## src/core/slp_defines.svh

```systemverilog
/*
 * register offsets, field positions, reset values and timing counts
 * for the status led pattern block.
 * assumes inclusion by bare name from core/ sources.
 */
`ifndef SLP_DEFINES_SVH
`define SLP_DEFINES_SVH

// ********************************
// register map
// ********************************
`define SLP_CMD_OFFSET 8'h00
`define SLP_STATUS_OFFSET 8'h04
`define SLP_CMD_RESET 11'h000

// ********************************
// command register fields
// ********************************
`define SLP_CMD_MODE_LSB 0
`define SLP_CMD_MODE_MSB 1
`define SLP_CMD_ALIGNED 2
`define SLP_CMD_SETUP_LSB 3
`define SLP_CMD_ACTIVE_LSB 5
`define SLP_CMD_ENABLE_LSB 7
`define SLP_CMD_LEDDIS_LSB 9

// ********************************
// status register fields
// ********************************
`define SLP_ST_INIT 0
`define SLP_ST_ERROR 1
`define SLP_ST_ADDR_LSB 2
`define SLP_ST_ADDR_BAD 5
`define SLP_ST_NET_EN 6
`define SLP_ST_SENSE_LSB 7

// ********************************
// responses and timing
// ********************************
`define SLP_RESP_OKAY 2'h0
`define SLP_RESP_SLVERR 2'h2
`define SLP_CLK_HZ 40000000
`define SLP_TICK_MS 125
`define SLP_TICK_CYCLES ((`SLP_CLK_HZ / 1000) * `SLP_TICK_MS)
`define SLP_PHASE_LAST 6'h2f
`define SLP_HALF_TRIPLE 6'h18

`endif

```

## src/core/slp_pkg.sv

```systemverilog
/*
 * types shared by the status led pattern block.
 * assumes nothing beyond a systemverilog compiler.
 */
`default_nettype none

package slp_pkg;

	// ********************************
	// module modes and led patterns
	// ********************************
	typedef enum logic [1:0] {
		SLP_MODE_MEAS = 2'b00,
		SLP_MODE_CAL = 2'b01,
		SLP_MODE_CFG = 2'b10,
		SLP_MODE_ALIGN = 2'b11
	} slp_mode_t;

	typedef enum logic [3:0] {
		SLP_PAT_OFF = 4'b0000,
		SLP_PAT_GREEN = 4'b0001,
		SLP_PAT_RED = 4'b0010,
		SLP_PAT_INIT_G2 = 4'b0011,
		SLP_PAT_CAL_R4 = 4'b0100,
		SLP_PAT_CFG_R2 = 4'b0101,
		SLP_PAT_ALT_SLOW = 4'b0110,
		SLP_PAT_ALT_FAST = 4'b0111,
		SLP_PAT_SETUP_R3 = 4'b1000,
		SLP_PAT_MEAS_G2 = 4'b1001,
		SLP_PAT_SENSE_R2 = 4'b1010
	} slp_pat_t;

	// ********************************
	// bus and sense carriers
	// ********************************
	typedef struct packed {
		logic [7:0] awaddr;
		logic awvalid;
		logic [31:0] wdata;
		logic [3:0] wstrb;
		logic wvalid;
		logic bready;
		logic [7:0] araddr;
		logic arvalid;
		logic rready;
	} slp_axi_req_t;

	typedef struct packed {
		logic awready;
		logic wready;
		logic [1:0] bresp;
		logic bvalid;
		logic arready;
		logic [31:0] rdata;
		logic [1:0] rresp;
		logic rvalid;
	} slp_axi_rsp_t;

	typedef struct packed {
		logic internal_fault;
		logic stack_comm_fault;
		logic slave_mode;
		logic reference_present;
		logic [1:0] sensor_fault;
		logic net_if_fitted;
	} slp_sense_t;

endpackage

`default_nettype wire

```

## src/core/slp_led_pattern.sv

```systemverilog
/*
 * one bi-colour led: phase counter on the shared tick and pattern decode.
 * assumes tick is a one-cycle pulse every 125 ms from the top.
 */
`timescale 1ns/1ps
`default_nettype none
`include "slp_defines.svh"

module slp_led_pattern (
	input wire logic aclk,
	input wire logic aresetn,
	input wire logic tick,
	input wire slp_pkg::slp_pat_t pattern,
	output logic red,
	output logic green
);

	// ********************************
	// phase tracking
	// ********************************
	slp_pkg::slp_pat_t prev;
	logic [5:0] phase;
	logic [5:0] p24;
	logic changed;

	assign changed = (pattern != prev);
	// 48 ticks covers both the 16 and 24 tick periods
	assign p24 = (phase >= `SLP_HALF_TRIPLE) ? phase - `SLP_HALF_TRIPLE : phase;

	always_ff @(posedge aclk) begin
		if (!aresetn) begin
			prev <= slp_pkg::SLP_PAT_OFF;
			phase <= 6'h00;
		end else begin
			prev <= pattern;
			if (changed) begin
				phase <= 6'h00;
			end else if (tick) begin
				phase <= (phase == `SLP_PHASE_LAST) ? 6'h00 : phase + 6'h01;
			end
		end
	end

	// ********************************
	// decode, one tick is 125 ms
	// ********************************
	function automatic logic [1:0] decode(input slp_pkg::slp_pat_t p, input logic [5:0] ph, input logic [5:0] q);
		logic [1:0] rg;
		rg = 2'b00;
		unique case (p)
			slp_pkg::SLP_PAT_OFF: rg = 2'b00;
			slp_pkg::SLP_PAT_GREEN: rg = 2'b01;
			slp_pkg::SLP_PAT_RED: rg = 2'b10;
			slp_pkg::SLP_PAT_INIT_G2: rg = {1'b0, !ph[3] && !ph[1]};
			slp_pkg::SLP_PAT_CAL_R4: rg = {!ph[0], 1'b0};
			slp_pkg::SLP_PAT_CFG_R2: rg = {!ph[3] && !ph[1], 1'b0};
			slp_pkg::SLP_PAT_ALT_SLOW: rg = {ph[1], !ph[1]};
			slp_pkg::SLP_PAT_ALT_FAST: rg = {ph[0], !ph[0]};
			slp_pkg::SLP_PAT_SETUP_R3: rg = {(q < 6'h0c) && !q[1], 1'b0};
			slp_pkg::SLP_PAT_MEAS_G2: rg = {1'b0, !ph[1]};
			slp_pkg::SLP_PAT_SENSE_R2: rg = {!ph[1], 1'b0};
			default: rg = 2'b00;
		endcase
		return rg;
	endfunction

	always_ff @(posedge aclk) begin
		if (!aresetn) begin
			red <= 1'b0;
			green <= 1'b0;
		end else begin
			{red, green} <= decode(pattern, changed ? 6'h00 : phase, changed ? 6'h00 : p24);
		end
	end
endmodule // slp_led_pattern

`default_nettype wire

```

## src/core/slp_status_led.sv

```systemverilog
/*
 * status led block: axi4-lite registers, stack address decode,
 * network interface gating and two bi-colour led pattern drivers.
 * assumes inputs synchronous to aclk and an axi4-lite master on req/rsp.
 */
// Design decisions made here: the register addresses and register access over AXI4-Lite.
`timescale 1ns/1ps
`default_nettype none
`include "slp_defines.svh"

module slp_status_led #(
	parameter int TICK_CYCLES = `SLP_TICK_CYCLES
) (
	input wire logic aclk,
	input wire logic aresetn,
	input wire slp_pkg::slp_axi_req_t req,
	output slp_pkg::slp_axi_rsp_t rsp,
	input wire slp_pkg::slp_sense_t sense,
	input wire logic [4:0] addr_switch,
	output logic [1:0] led_red,
	output logic [1:0] led_green,
	output logic net_if_enable
);

	// ********************************
	// declarations
	// ********************************
	logic awready;
	logic wready;
	logic bvalid;
	logic [1:0] bresp;
	logic arready;
	logic rvalid;
	logic [31:0] rdata;
	logic [1:0] rresp;
	logic [7:0] wr_addr;
	logic [31:0] wr_data;
	logic [3:0] wr_strb;
	logic wr_do;
	logic cmd_write;
	logic [10:0] cmd;
	logic [10:0] next_cmd;
	logic initialized;
	logic [2:0] stack_addr;
	logic addr_bad;
	logic [22:0] tb_count;
	logic tick;
	logic module_err;
	slp_pkg::slp_mode_t mode;
	slp_pkg::slp_pat_t pat [2];
	logic [31:0] status_word;

	assign rsp = '{awready: awready, wready: wready, bresp: bresp, bvalid: bvalid,
		arready: arready, rdata: rdata, rresp: rresp, rvalid: rvalid};

	// ********************************
	// write channel
	// ********************************
	// address and data may come in either order; response waits for both
	assign wr_do = !awready && !wready && !bvalid;
	assign cmd_write = wr_do && (wr_addr == `SLP_CMD_OFFSET);

	always_ff @(posedge aclk) begin
		if (!aresetn) begin
			awready <= 1'b1;
			wr_addr <= 8'h00;
		end else if (req.awvalid && awready) begin
			awready <= 1'b0;
			wr_addr <= req.awaddr;
		end else if (bvalid && req.bready) begin
			awready <= 1'b1;
		end
	end

	always_ff @(posedge aclk) begin
		if (!aresetn) begin
			wready <= 1'b1;
			wr_data <= 32'h0000_0000;
			wr_strb <= 4'h0;
		end else if (req.wvalid && wready) begin
			wready <= 1'b0;
			wr_data <= req.wdata;
			wr_strb <= req.wstrb;
		end else if (bvalid && req.bready) begin
			wready <= 1'b1;
		end
	end

	always_ff @(posedge aclk) begin
		if (!aresetn) begin
			bvalid <= 1'b0;
			bresp <= `SLP_RESP_OKAY;
		end else if (wr_do) begin
			bvalid <= 1'b1;
			bresp <= cmd_write ? `SLP_RESP_OKAY : `SLP_RESP_SLVERR;
		end else if (bvalid && req.bready) begin
			bvalid <= 1'b0;
		end
	end

	// ********************************
	// command register
	// ********************************
	always_comb begin
		next_cmd = cmd;
		if (wr_strb[0]) begin
			next_cmd[7:0] = wr_data[7:0];
		end
		if (wr_strb[1]) begin
			next_cmd[10:8] = wr_data[10:8];
		end
	end

	always_ff @(posedge aclk) begin
		if (!aresetn) begin
			cmd <= `SLP_CMD_RESET;
		end else if (cmd_write) begin
			cmd <= next_cmd;
		end
	end

	// any accepted command, even with all strobes low, ends initialized
	always_ff @(posedge aclk) begin
		if (!aresetn) begin
			initialized <= 1'b1;
		end else if (cmd_write) begin
			initialized <= 1'b0;
		end
	end

	assign mode = slp_pkg::slp_mode_t'(cmd[`SLP_CMD_MODE_MSB:`SLP_CMD_MODE_LSB]);

	// ********************************
	// read channel
	// ********************************
	// fault bits sit at 8:7, just above the network enable
	assign status_word = {21'h00_0000, 2'b00, cmd[`SLP_CMD_ENABLE_LSB +: 2] & sense.sensor_fault,
		net_if_enable, addr_bad, stack_addr, module_err, initialized};

	always_ff @(posedge aclk) begin
		if (!aresetn) begin
			arready <= 1'b1;
			rvalid <= 1'b0;
			rdata <= 32'h0000_0000;
			rresp <= `SLP_RESP_OKAY;
		end else if (req.arvalid && arready) begin
			arready <= 1'b0;
			rvalid <= 1'b1;
			unique case (req.araddr)
				`SLP_CMD_OFFSET: begin
					rdata <= {21'h00_0000, cmd};
					rresp <= `SLP_RESP_OKAY;
				end
				`SLP_STATUS_OFFSET: begin
					rdata <= status_word;
					rresp <= `SLP_RESP_OKAY;
				end
				default: begin
					rdata <= 32'h0000_0000;
					rresp <= `SLP_RESP_SLVERR;
				end
			endcase
		end else if (rvalid && req.rready) begin
			rvalid <= 1'b0;
			arready <= 1'b1;
		end
	end

	// ********************************
	// stack address
	// ********************************
	// five switches give positions one to five, six modules in all
	function automatic logic [3:0] addr_decode(input logic [4:0] sw);
		logic [3:0] r;
		r = 4'h8;
		unique case (sw)
			5'h00: r = 4'h0;
			5'h01: r = 4'h1;
			5'h02: r = 4'h2;
			5'h04: r = 4'h3;
			5'h08: r = 4'h4;
			5'h10: r = 4'h5;
			default: r = 4'h8;
		endcase
		return r;
	endfunction

	always_ff @(posedge aclk) begin
		if (!aresetn) begin
			stack_addr <= 3'h0;
			addr_bad <= 1'b0;
		end else begin
			{addr_bad, stack_addr} <= addr_decode(addr_switch);
		end
	end

	// decode is taken straight from the switches so the gate lags them by one cycle, as stack_addr does
	always_ff @(posedge aclk) begin
		if (!aresetn) begin
			net_if_enable <= 1'b0;
		end else begin
			net_if_enable <= sense.net_if_fitted && (addr_switch == 5'h00);
		end
	end

	// ********************************
	// shared timebase
	// ********************************
	always_ff @(posedge aclk) begin
		if (!aresetn) begin
			tb_count <= 23'h00_0000;
			tick <= 1'b0;
		end else if (tb_count == 23'(TICK_CYCLES - 1)) begin
			tb_count <= 23'h00_0000;
			tick <= 1'b1;
		end else begin
			tb_count <= tb_count + 23'h00_0001;
			tick <= 1'b0;
		end
	end

	// ********************************
	// pattern selection
	// ********************************
	assign module_err = sense.internal_fault || sense.stack_comm_fault ||
		(sense.slave_mode && !sense.reference_present);

	// module-wide states win over channel states
	function automatic slp_pkg::slp_pat_t chan_pat(input logic err, input logic init,
		input slp_pkg::slp_mode_t md, input logic aligned, input logic dis, input logic en,
		input logic flt, input logic setup, input logic act);
		slp_pkg::slp_pat_t p;
		p = slp_pkg::SLP_PAT_OFF;
		if (err) begin
			p = slp_pkg::SLP_PAT_RED;
		end else if (init) begin
			p = slp_pkg::SLP_PAT_INIT_G2;
		end else if (md == slp_pkg::SLP_MODE_CAL) begin
			p = slp_pkg::SLP_PAT_CAL_R4;
		end else if (md == slp_pkg::SLP_MODE_CFG) begin
			p = slp_pkg::SLP_PAT_CFG_R2;
		end else if (md == slp_pkg::SLP_MODE_ALIGN) begin
			p = aligned ? slp_pkg::SLP_PAT_ALT_FAST : slp_pkg::SLP_PAT_ALT_SLOW;
		end else if (dis) begin
			p = slp_pkg::SLP_PAT_OFF;
		end else if (flt && en) begin
			p = slp_pkg::SLP_PAT_SENSE_R2;
		end else if (setup) begin
			p = slp_pkg::SLP_PAT_SETUP_R3;
		end else if (act) begin
			p = slp_pkg::SLP_PAT_GREEN;
		end else begin
			p = slp_pkg::SLP_PAT_MEAS_G2;
		end
		return p;
	endfunction

	// each channel sees only its own fault bit
	generate
		for (genvar i = 0; i < 2; i++) begin : g_chan
			assign pat[i] = chan_pat(module_err, initialized, mode, cmd[`SLP_CMD_ALIGNED],
				cmd[`SLP_CMD_LEDDIS_LSB + i], cmd[`SLP_CMD_ENABLE_LSB + i],
				sense.sensor_fault[i], cmd[`SLP_CMD_SETUP_LSB + i],
				cmd[`SLP_CMD_ACTIVE_LSB + i]);
			slp_led_pattern u_led (
				.aclk(aclk),
				.aresetn(aresetn),
				.tick(tick),
				.pattern(pat[i]),
				.red(led_red[i]),
				.green(led_green[i])
			);
		end
	endgenerate

	logic chan0_meas;
	assign chan0_meas = !module_err && !initialized && (mode == slp_pkg::SLP_MODE_MEAS);
endmodule // slp_status_led

`default_nettype wire

```

## config.mk

```make
export PLATFORM = sky130hd
export DESIGN_NAME = slp_status_led
export DESIGN_NICKNAME = d
export VERILOG_FILES = /design/src/core/slp_pkg.sv /design/src/core/slp_led_pattern.sv /design/src/core/slp_status_led.sv
export VERILOG_INCLUDE_DIRS = /design/src /design/src/core
export SDC_FILE = /design/constraint.sdc
export NUM_CORES = 1
export LEC_CHECK = 0
export BUFFER_PORTS_ARGS = -buffer_cell sky130_fd_sc_hd__clkbuf_2
export CAP_MARGIN = 0
export CORE_UTILIZATION = 54
export DETAILED_ROUTE_END_ITERATION = 8
export PLACE_DENSITY_LB_ADDON = 0.2
export SLEW_MARGIN = 25
export SYNTH_ARGS = -nofsm -noshare
export SYNTH_HDL_FRONTEND = slang
export SYNTH_SLANG_ARGS = --single-unit
```

## constraint.sdc

```tcl
create_clock -name aclk -period 2.45 [get_ports aclk]
set_clock_uncertainty 0.05 [all_clocks]
set_input_delay 0.1225 -clock aclk [delete_from_list [all_inputs] [get_ports aclk]]
set_output_delay 0.1225 -clock aclk [all_outputs]
set_load 0.05 [all_outputs]
```

==> impl_metrics.json, run 1 <==
{
  "holdPathStages": 3,
  "ys_async_sr_fraction": 0,
  "diodes": 0,
  "min_from": "req[0]",
  "grt_pass1_wl_mm": 18.0,
  "reg2reg_depth": 6,
  "synth_seq_cells": 103,
  "power_leakage_uw": 0.00224,
  "io_buffers": 70,
  "avgSynthCellArea_um2": 8.13,
  "fmax_ghz": 0.436,
  "min_period_over_period": 0.937,
  "grt_overflow": 0,
  "clkLatencyLatePin_ns": 0.36,
  "std_cell_rows": 34,
  "rsz0062_at_grt": "false",
  "outcome": "finished with violations",
  "drive_gt1_frac": 0.158,
  "grt_max_degree": 28,
  "critical_path_required_ns": 2.66,
  "synth_area_mm2": 0.00497,
  "p_total_uw": 3190,
  "grt_pass1_vias": 4051,
  "period_needed_ns": 2.29,
  "path_max_fanout": 9,
  "r2r_end": "g_chan[1].u_led.phase[0]",
  "post_drt_wl_per_cell_um": 13.2,
  "drt_wl_total_mm": 10.6,
  "maxSlewViolCount": 0,
  "vdd_ir_drop_max_uv": 296,
  "start_util": 0.564,
  "synthTopCellsByArea": "dfxtp_1 42%, nand2_1 6.5%, a21oi_1 6.1%",
  "whs_endpoint": "rvalid",
  "hold_class": "in2reg",
  "r2r-start": "cmd[0]",
  "critical_path_class": "reg2reg",
  "via_per_inst": 5.47,
  "htreeDepth": 3,
  "powerDensity_mw_per_mm2": 557,
  "place.gp.congestion": 0.866,
  "antenna_found_initial": 0,
  "firstDrtPassIters": 8,
  "start_kind": "flip-flop",
  "track_usage": 0.228,
  "dr.first_iter.drc_count": 209,
  "hpwl_mm": 7.44,
  "worst_slew_pin_slew_ns": 0.666,
  "synth_edf_count": 0,
  "setup_viol": 0,
  "cp-end-kind": "flip-flop",
  "cts_buffer_depth": 2,
  "die_x_um": 97.9,
  "clock-sinks": 103,
  "yosys.area.top_type": "dfxtp_1",
  "ioPinCount": 117,
  "ys_seq_area_frac": 0.415,
  "synthCells": 611,
  "tritoncts": "yes",
  "yosysTopAreaCellShare": 0.415,
  "die_height_um": 97.9,
  "core_mm2": 0.00881,
  "max_cap_violations": 0,
  "reg2reg_slack_ns": 0.16,
  "cts_root_buffer": "clkbuf_8",
  "syn_to_final_growth_pct": 15.1,
  "hold_viol_final": 0,
  "synth_flop_cell": "dfxtp_1",
  "clkTransAtPathRegs_ns": 0.09,
  "arrival_ns": 2.51,
  "synth_cell_types": 63,
  "setup_tns_ns": 0,
  "yosysWarnings": 0,
  "drc": 10,
  "die-area_mm2": 0.00959,
  "worstSetupStartpoint": "cmd[0]",
  "slew_headroom": 0.556,
  "ant_nets": 0,
  "layout.nets": 768,
  "violations": "design-rule violations",
  "cts_buffers": 9,
  "dr_total_vias": 4392
}
[registers in the layout (all words and copies together) (netlist names), 3 cells and up]
| name | cells |
|---|---|
| wr_addr | 8 |
| g_chan.u_led.phase | 12 |
| stack_addr | 3 |
| tb_count | 23 |
| wr_data | 11 |
| g_chan.u_led.prev | 7 |
| rdata | 11 |
| cmd | 11 |
[through the flow]
step	cells	cell area (µm²)	hold slack, ns	setup slack (ns)	utilization
after CTS	803	5710	0.00339	0.178	0.648
after floorplan	633	5050	0.149	0.553	-
after detailed placement	761	5260	0.304	0.219	0.597
after global routing	803	5720	0.0130	0.000435	0.649
after global placement	761	5260	0.296	0.276	0.597
final	803	5720	0.000116	0.156	0.649
[cells by family (layout without fill, tap and decap cells)]
| kind of cell | after synthesis | in the layout | synth area share |
|---|---|---|---|
| AND/OR/NAND/NOR | 269 | 269 | 0.252 |
| AO/OA/AOI/OAI | 111 | 111 | 0.144 |
| flip-flops | 103 | 103 | 0.415 |
| buffers and inverters | 71 | 133 | 0.0816 |
| XOR/XNOR | 36 | 36 | 0.0635 |
| multiplexers | 12 | 12 | 0.0242 |
| adder cells (fa/ha/maj) | 8 | 8 | 0.0196 |
| other | 1 | 23 | 0.000755 |
[final cells by class]
class | instances | area, µm²
multi-input combinational | 459 | 2590
tap | 108 | 135
timing repair buffer | 106 | 698
clock inverter | 4 | 52.6
inverter | 11 | 41.3
sequential | 103 | 2060
clock buffer | 12 | 135
fill | 742 | 3090
[synth_stat cells, drive strengths merged, types with 2 or more instances]
cell type	n
dfxtp	103
nand2	86
nor2	81
a21oi	61
buf	39
clkbuf	21
nand3	21
xor2	20
nor3	19
xnor2	16
nand4	13
mux2i	12
o21ai	12
nand2b	11
and3	10
inv	10
nor4	8
a211oi	7
ha	7
a2111oi	4
and2	4
a22oi	3
nand3b	3
o31ai	3
a311o	2
a31o	2
a32oi	2
nor3b	2
nor4b	2
o22ai	2
or2	2
or3	2
[layout by cell type, fill, tap and decap left out, drive strengths merged, types with 11 or more instances in the layout]
master	n
dfxtp	103
nand2	86
clkbuf	82
nor2	81
a21oi	61
dlygate4sd3	26
conb	23
nand3	21
xor2	20
nor3	19
xnor2	16
nand4	13
o21ai	12
mux2i	12
inv	12
nand2b	11
[worst max-delay path, stage by stage (launching register included)]
cell       delay, ns
dfxtp_1         0.42
or2_1           0.36
a2111oi_0       0.49
o21ai_0         0.18
o31ai_2         0.16
nand4_2         0.27
a211oi_1        0.27
[metal layers]
layer	global-route usage	share of wire	vias to the layer above
met3	0.0394	0.049	9
met1	0.292	0.46	2043
met4	0.0664	0.011	0
met2	0.393	0.48	132
li1	-	-	2208
met5	0	0	-
[power by group]
| group | switching, µW | internal, µW | total, µW |
|---|---|---|---|
| clock | 574 | 481 | 1060 |
| sequential | 30.0 | 1720 | 1750 |
| combinational | 260 | 123 | 383 |
[repair_timing]
| action | CTS | global route |
|---|---|---|
| setup buffers | 0 | 0 |
| hold endpoints to repair | 25 | 0 |
| endpoints found under the setup margin | 0 | 1 |
| hold buffers | 26 | 0 |
| resized for setup | 0 | 2 |
[how the worst max path moves through the flow]
| stage | depth (start not counted) | endpoint | slack (ns) |
|---|---|---|---|
| detailed placement | 6 | g_chan[1].u_led.phase[3] | 0.22 |
| CTS | 6 | g_chan[1].u_led.phase[0] | 0.18 |
| finish | 6 | g_chan[1].u_led.phase[0] | 0.16 |
| global route | 6 | g_chan[1].u_led.phase[0] | 0.0004 |
| global placement | 6 | g_chan[0].u_led.green | 0.28 |
| floorplan | 7 | g_chan[0].u_led.green | 0.55 |
Power figures use the tool's default switching activity.
==> run 2, diff against run 1 <==
--- a/config.mk
+++ b/config.mk
@@ -8,5 +8,5 @@
 export LEC_CHECK = 0
 export BUFFER_PORTS_ARGS = -buffer_cell sky130_fd_sc_hd__clkbuf_2
-export CAP_MARGIN = 0
+export CAP_MARGIN = 20
 export CORE_UTILIZATION = 54
 export DETAILED_ROUTE_END_ITERATION = 8
==> constraint.sdc (replaced) <==
create_clock -name aclk -period 2.45 [get_ports aclk]
set_clock_uncertainty 0.05 [all_clocks]
set_input_delay 0 -clock aclk [delete_from_list [all_inputs] [get_ports aclk]]
set_output_delay 0 -clock aclk [all_outputs]
set_load 0.05 [all_outputs]
==> run 2 against run 1 <==
Effect of this change: the flow still finishes with violations (design-rule violations); hold slack gained 0.0077 ns; non-clock buffer count is 7 higher; sequential share of layout area down 0.38 points; clock power decreased by 10%; maximum frequency rose by 0.34%; flip-flop and latch count unchanged; clock-buffer cell count decreased by 1; sequential power is essentially flat; critical path type unchanged.
==> impl_metrics.json, run 2 (synthesis results as in run 1) <==
{
  "track_usage": 0.228,
  "swShare": 0.282,
  "comb_power_share": 0.128,
  "arrival_ns": 2.48,
  "grt_pass1_vias": 4181,
  "critical_path_required_ns": 2.65,
  "min_period_over_period": 0.933,
  "final_area_mm2": 0.00578,
  "ant_nets": 0,
  "cp-end-kind": "flip-flop",
  "p_total_uw": 3090,
  "setup_tns_ns": 0,
  "start_kind": "flip-flop",
  "placed_area_mm2": 0.00526,
  "drc": 10,
  "syn_to_final_growth_pct": 16.3,
  "pwr-share-clk": 0.307,
  "die_x_um": 97.9,
  "io_buffers": 70,
  "cts_buffer_depth": 2,
  "core_mm2": 0.00881,
  "largest_reg_flops": 23,
  "place.gp.congestion": 0.878,
  "clock-sinks": 103,
  "layout.nets": 775,
  "place_ws_ns": 0.247,
  "p_switching_uw": 873,
  "htreeDepth": 3,
  "fmax_ghz": 0.437,
  "slew_headroom": 0.548,
  "max_cap_violations": 0,
  "hold_class": "in2reg",
  "critical_path_class": "reg2reg",
  "dr_total_vias": 4362,
  "worst_slew_pin_slew_ns": 0.678,
  "final_cell_mix": "103 x dfxtp_1, 86 x nand2_1, 79 x nor2_1",
  "post_drt_wl_per_cell_um": 13.2,
  "seqPwrFrac": 0.565,
  "hpwl_mm": 7.28,
  "powerDensity_mw_per_mm2": 535,
  "via_per_inst": 5.39,
  "maxSlewViolCount": 0,
  "start_util": 0.564,
  "slowest_stage": "dfxtp_1",
  "cts_setup_buffers": 0,
  "reg.largest.list": "tb_count x23, g_chan.u_led.phase x12",
  "path_cells": "nand2b_1 -> a211o_2 -> a211oi_1 -> and3_1 -> a32oi_1 -> o31a_1",
  "period_needed_ns": 2.29,
  "antenna_found_initial": 0,
  "grt_pass1_wl_mm": 18.3,
  "drt_wl_total_mm": 10.7,
  "std_cell_rows": 34,
  "clkLatencyLatePin_ns": 0.36,
  "setup_ws_ns": 0.163,
  "die-area_mm2": 0.00959,
  "setup_viol": 0,
  "grt_overflow": 0,
  "path_max_fanout": 9,
  "top_register": "tb_count",
  "grt_max_degree": 42,
  "vdd_ir_drop_max_uv": 363,
  "firstDrtPassIters": 7,
  "drive_gt1_frac": 0.153,
  "cts_root_buffer": "clkbuf_8",
  "power_leakage_uw": 0.00227,
  "cts_buffers": 9,
  "rsz0062_at_grt": "false",
  "critPathBufInv": 0,
  "outcome": "finished with violations",
  "dr.first_iter.drc_count": 238,
  "die_height_um": 97.9,
  "tritoncts": "yes",
  "violations": "design-rule violations",
  "cpLargestDelayFamily": "compound AO/OA/AOI/OAI gates",
  "hold_viol_final": 0,
  "final_common_cell": "dfxtp_1",
  "p_int_uw": 2220,
  "ioPinCount": 117,
  "diodes": 0,
  "crit_path_max_incr_delay_ns": 0.54,
  "clkTransAtPathRegs_ns": 0.10
}
run 2: changes by cell type in the layout (fill, tap and decap cells not counted), sizes merged:
cell	change
buf	-2
clkinvlp	+2
bufinv	-1
clkbuf	-1
dlygate4sd3	+9
inv	-1
run 2: final timing paths:
check | from | end | slack (ns) | cells past startpoint
setup / recovery | cmd[0] | g_chan[0].u_led.green | 0.16 | 6
hold / removal | req[1] | rresp[1] | 0.008 | 3
setup reg to reg | cmd[0] | g_chan[0].u_led.green | 0.16 | 6
hold reg to reg | tb_count[0] | tb_count[0] | 0.41 | 1
run 2: power by group through the flow:
stage                     Combinational (µW)  Clock (µW)  Sequential, µW
after floorplan                          299           0            1780
after global placement                   339           0            1780
after detailed placement                 346           0            1790
after CTS                                387         960            1750
after global routing                     427        1030            1750
final                                    395         951            1750
run 2: routing by layer:
layer,part of all wire,up-vias,global-route usage
met5,0,-,0
met4,0.0084,0,0.0653
met3,0.053,8,0.0437
met2,0.48,127,0.394
met1,0.46,2011,0.288
li1,-,2216,-
run 2: through the flow:
stage                util  std cells  hold slack, ns
finish              0.656        809         0.00780
global route        0.656        809          0.0214
CTS                 0.655        809         0.00353
detailed placement  0.597        759           0.176
global placement    0.597        759           0.166
floorplan               -        633          0.0262
run 2: cell type report:
cell class / instances / area [µm²]
Multi-Input combinational cell: 459 / 2590
Tap cell: 108 / 135
Sequential cell: 103 / 2060
Fill cell: 742 / 3030
Inverter: 11 / 41.3
Clock buffer: 11 / 131
Clock inverter: 4 / 32.5
Timing Repair Buffer: 113 / 786
run 2: timing repair:
action / CTS / global route
hold endpoints to repair: 32 / 0
hold buffers: 35 / 0
endpoints found under the setup margin: 0 / 1
gates resized for setup: 0 / 1
run 2: tightest hold or removal path: stages:
cell,delay [ns]
clkbuf_2,0.08
and2_1,0.16
o211a_1,0.14
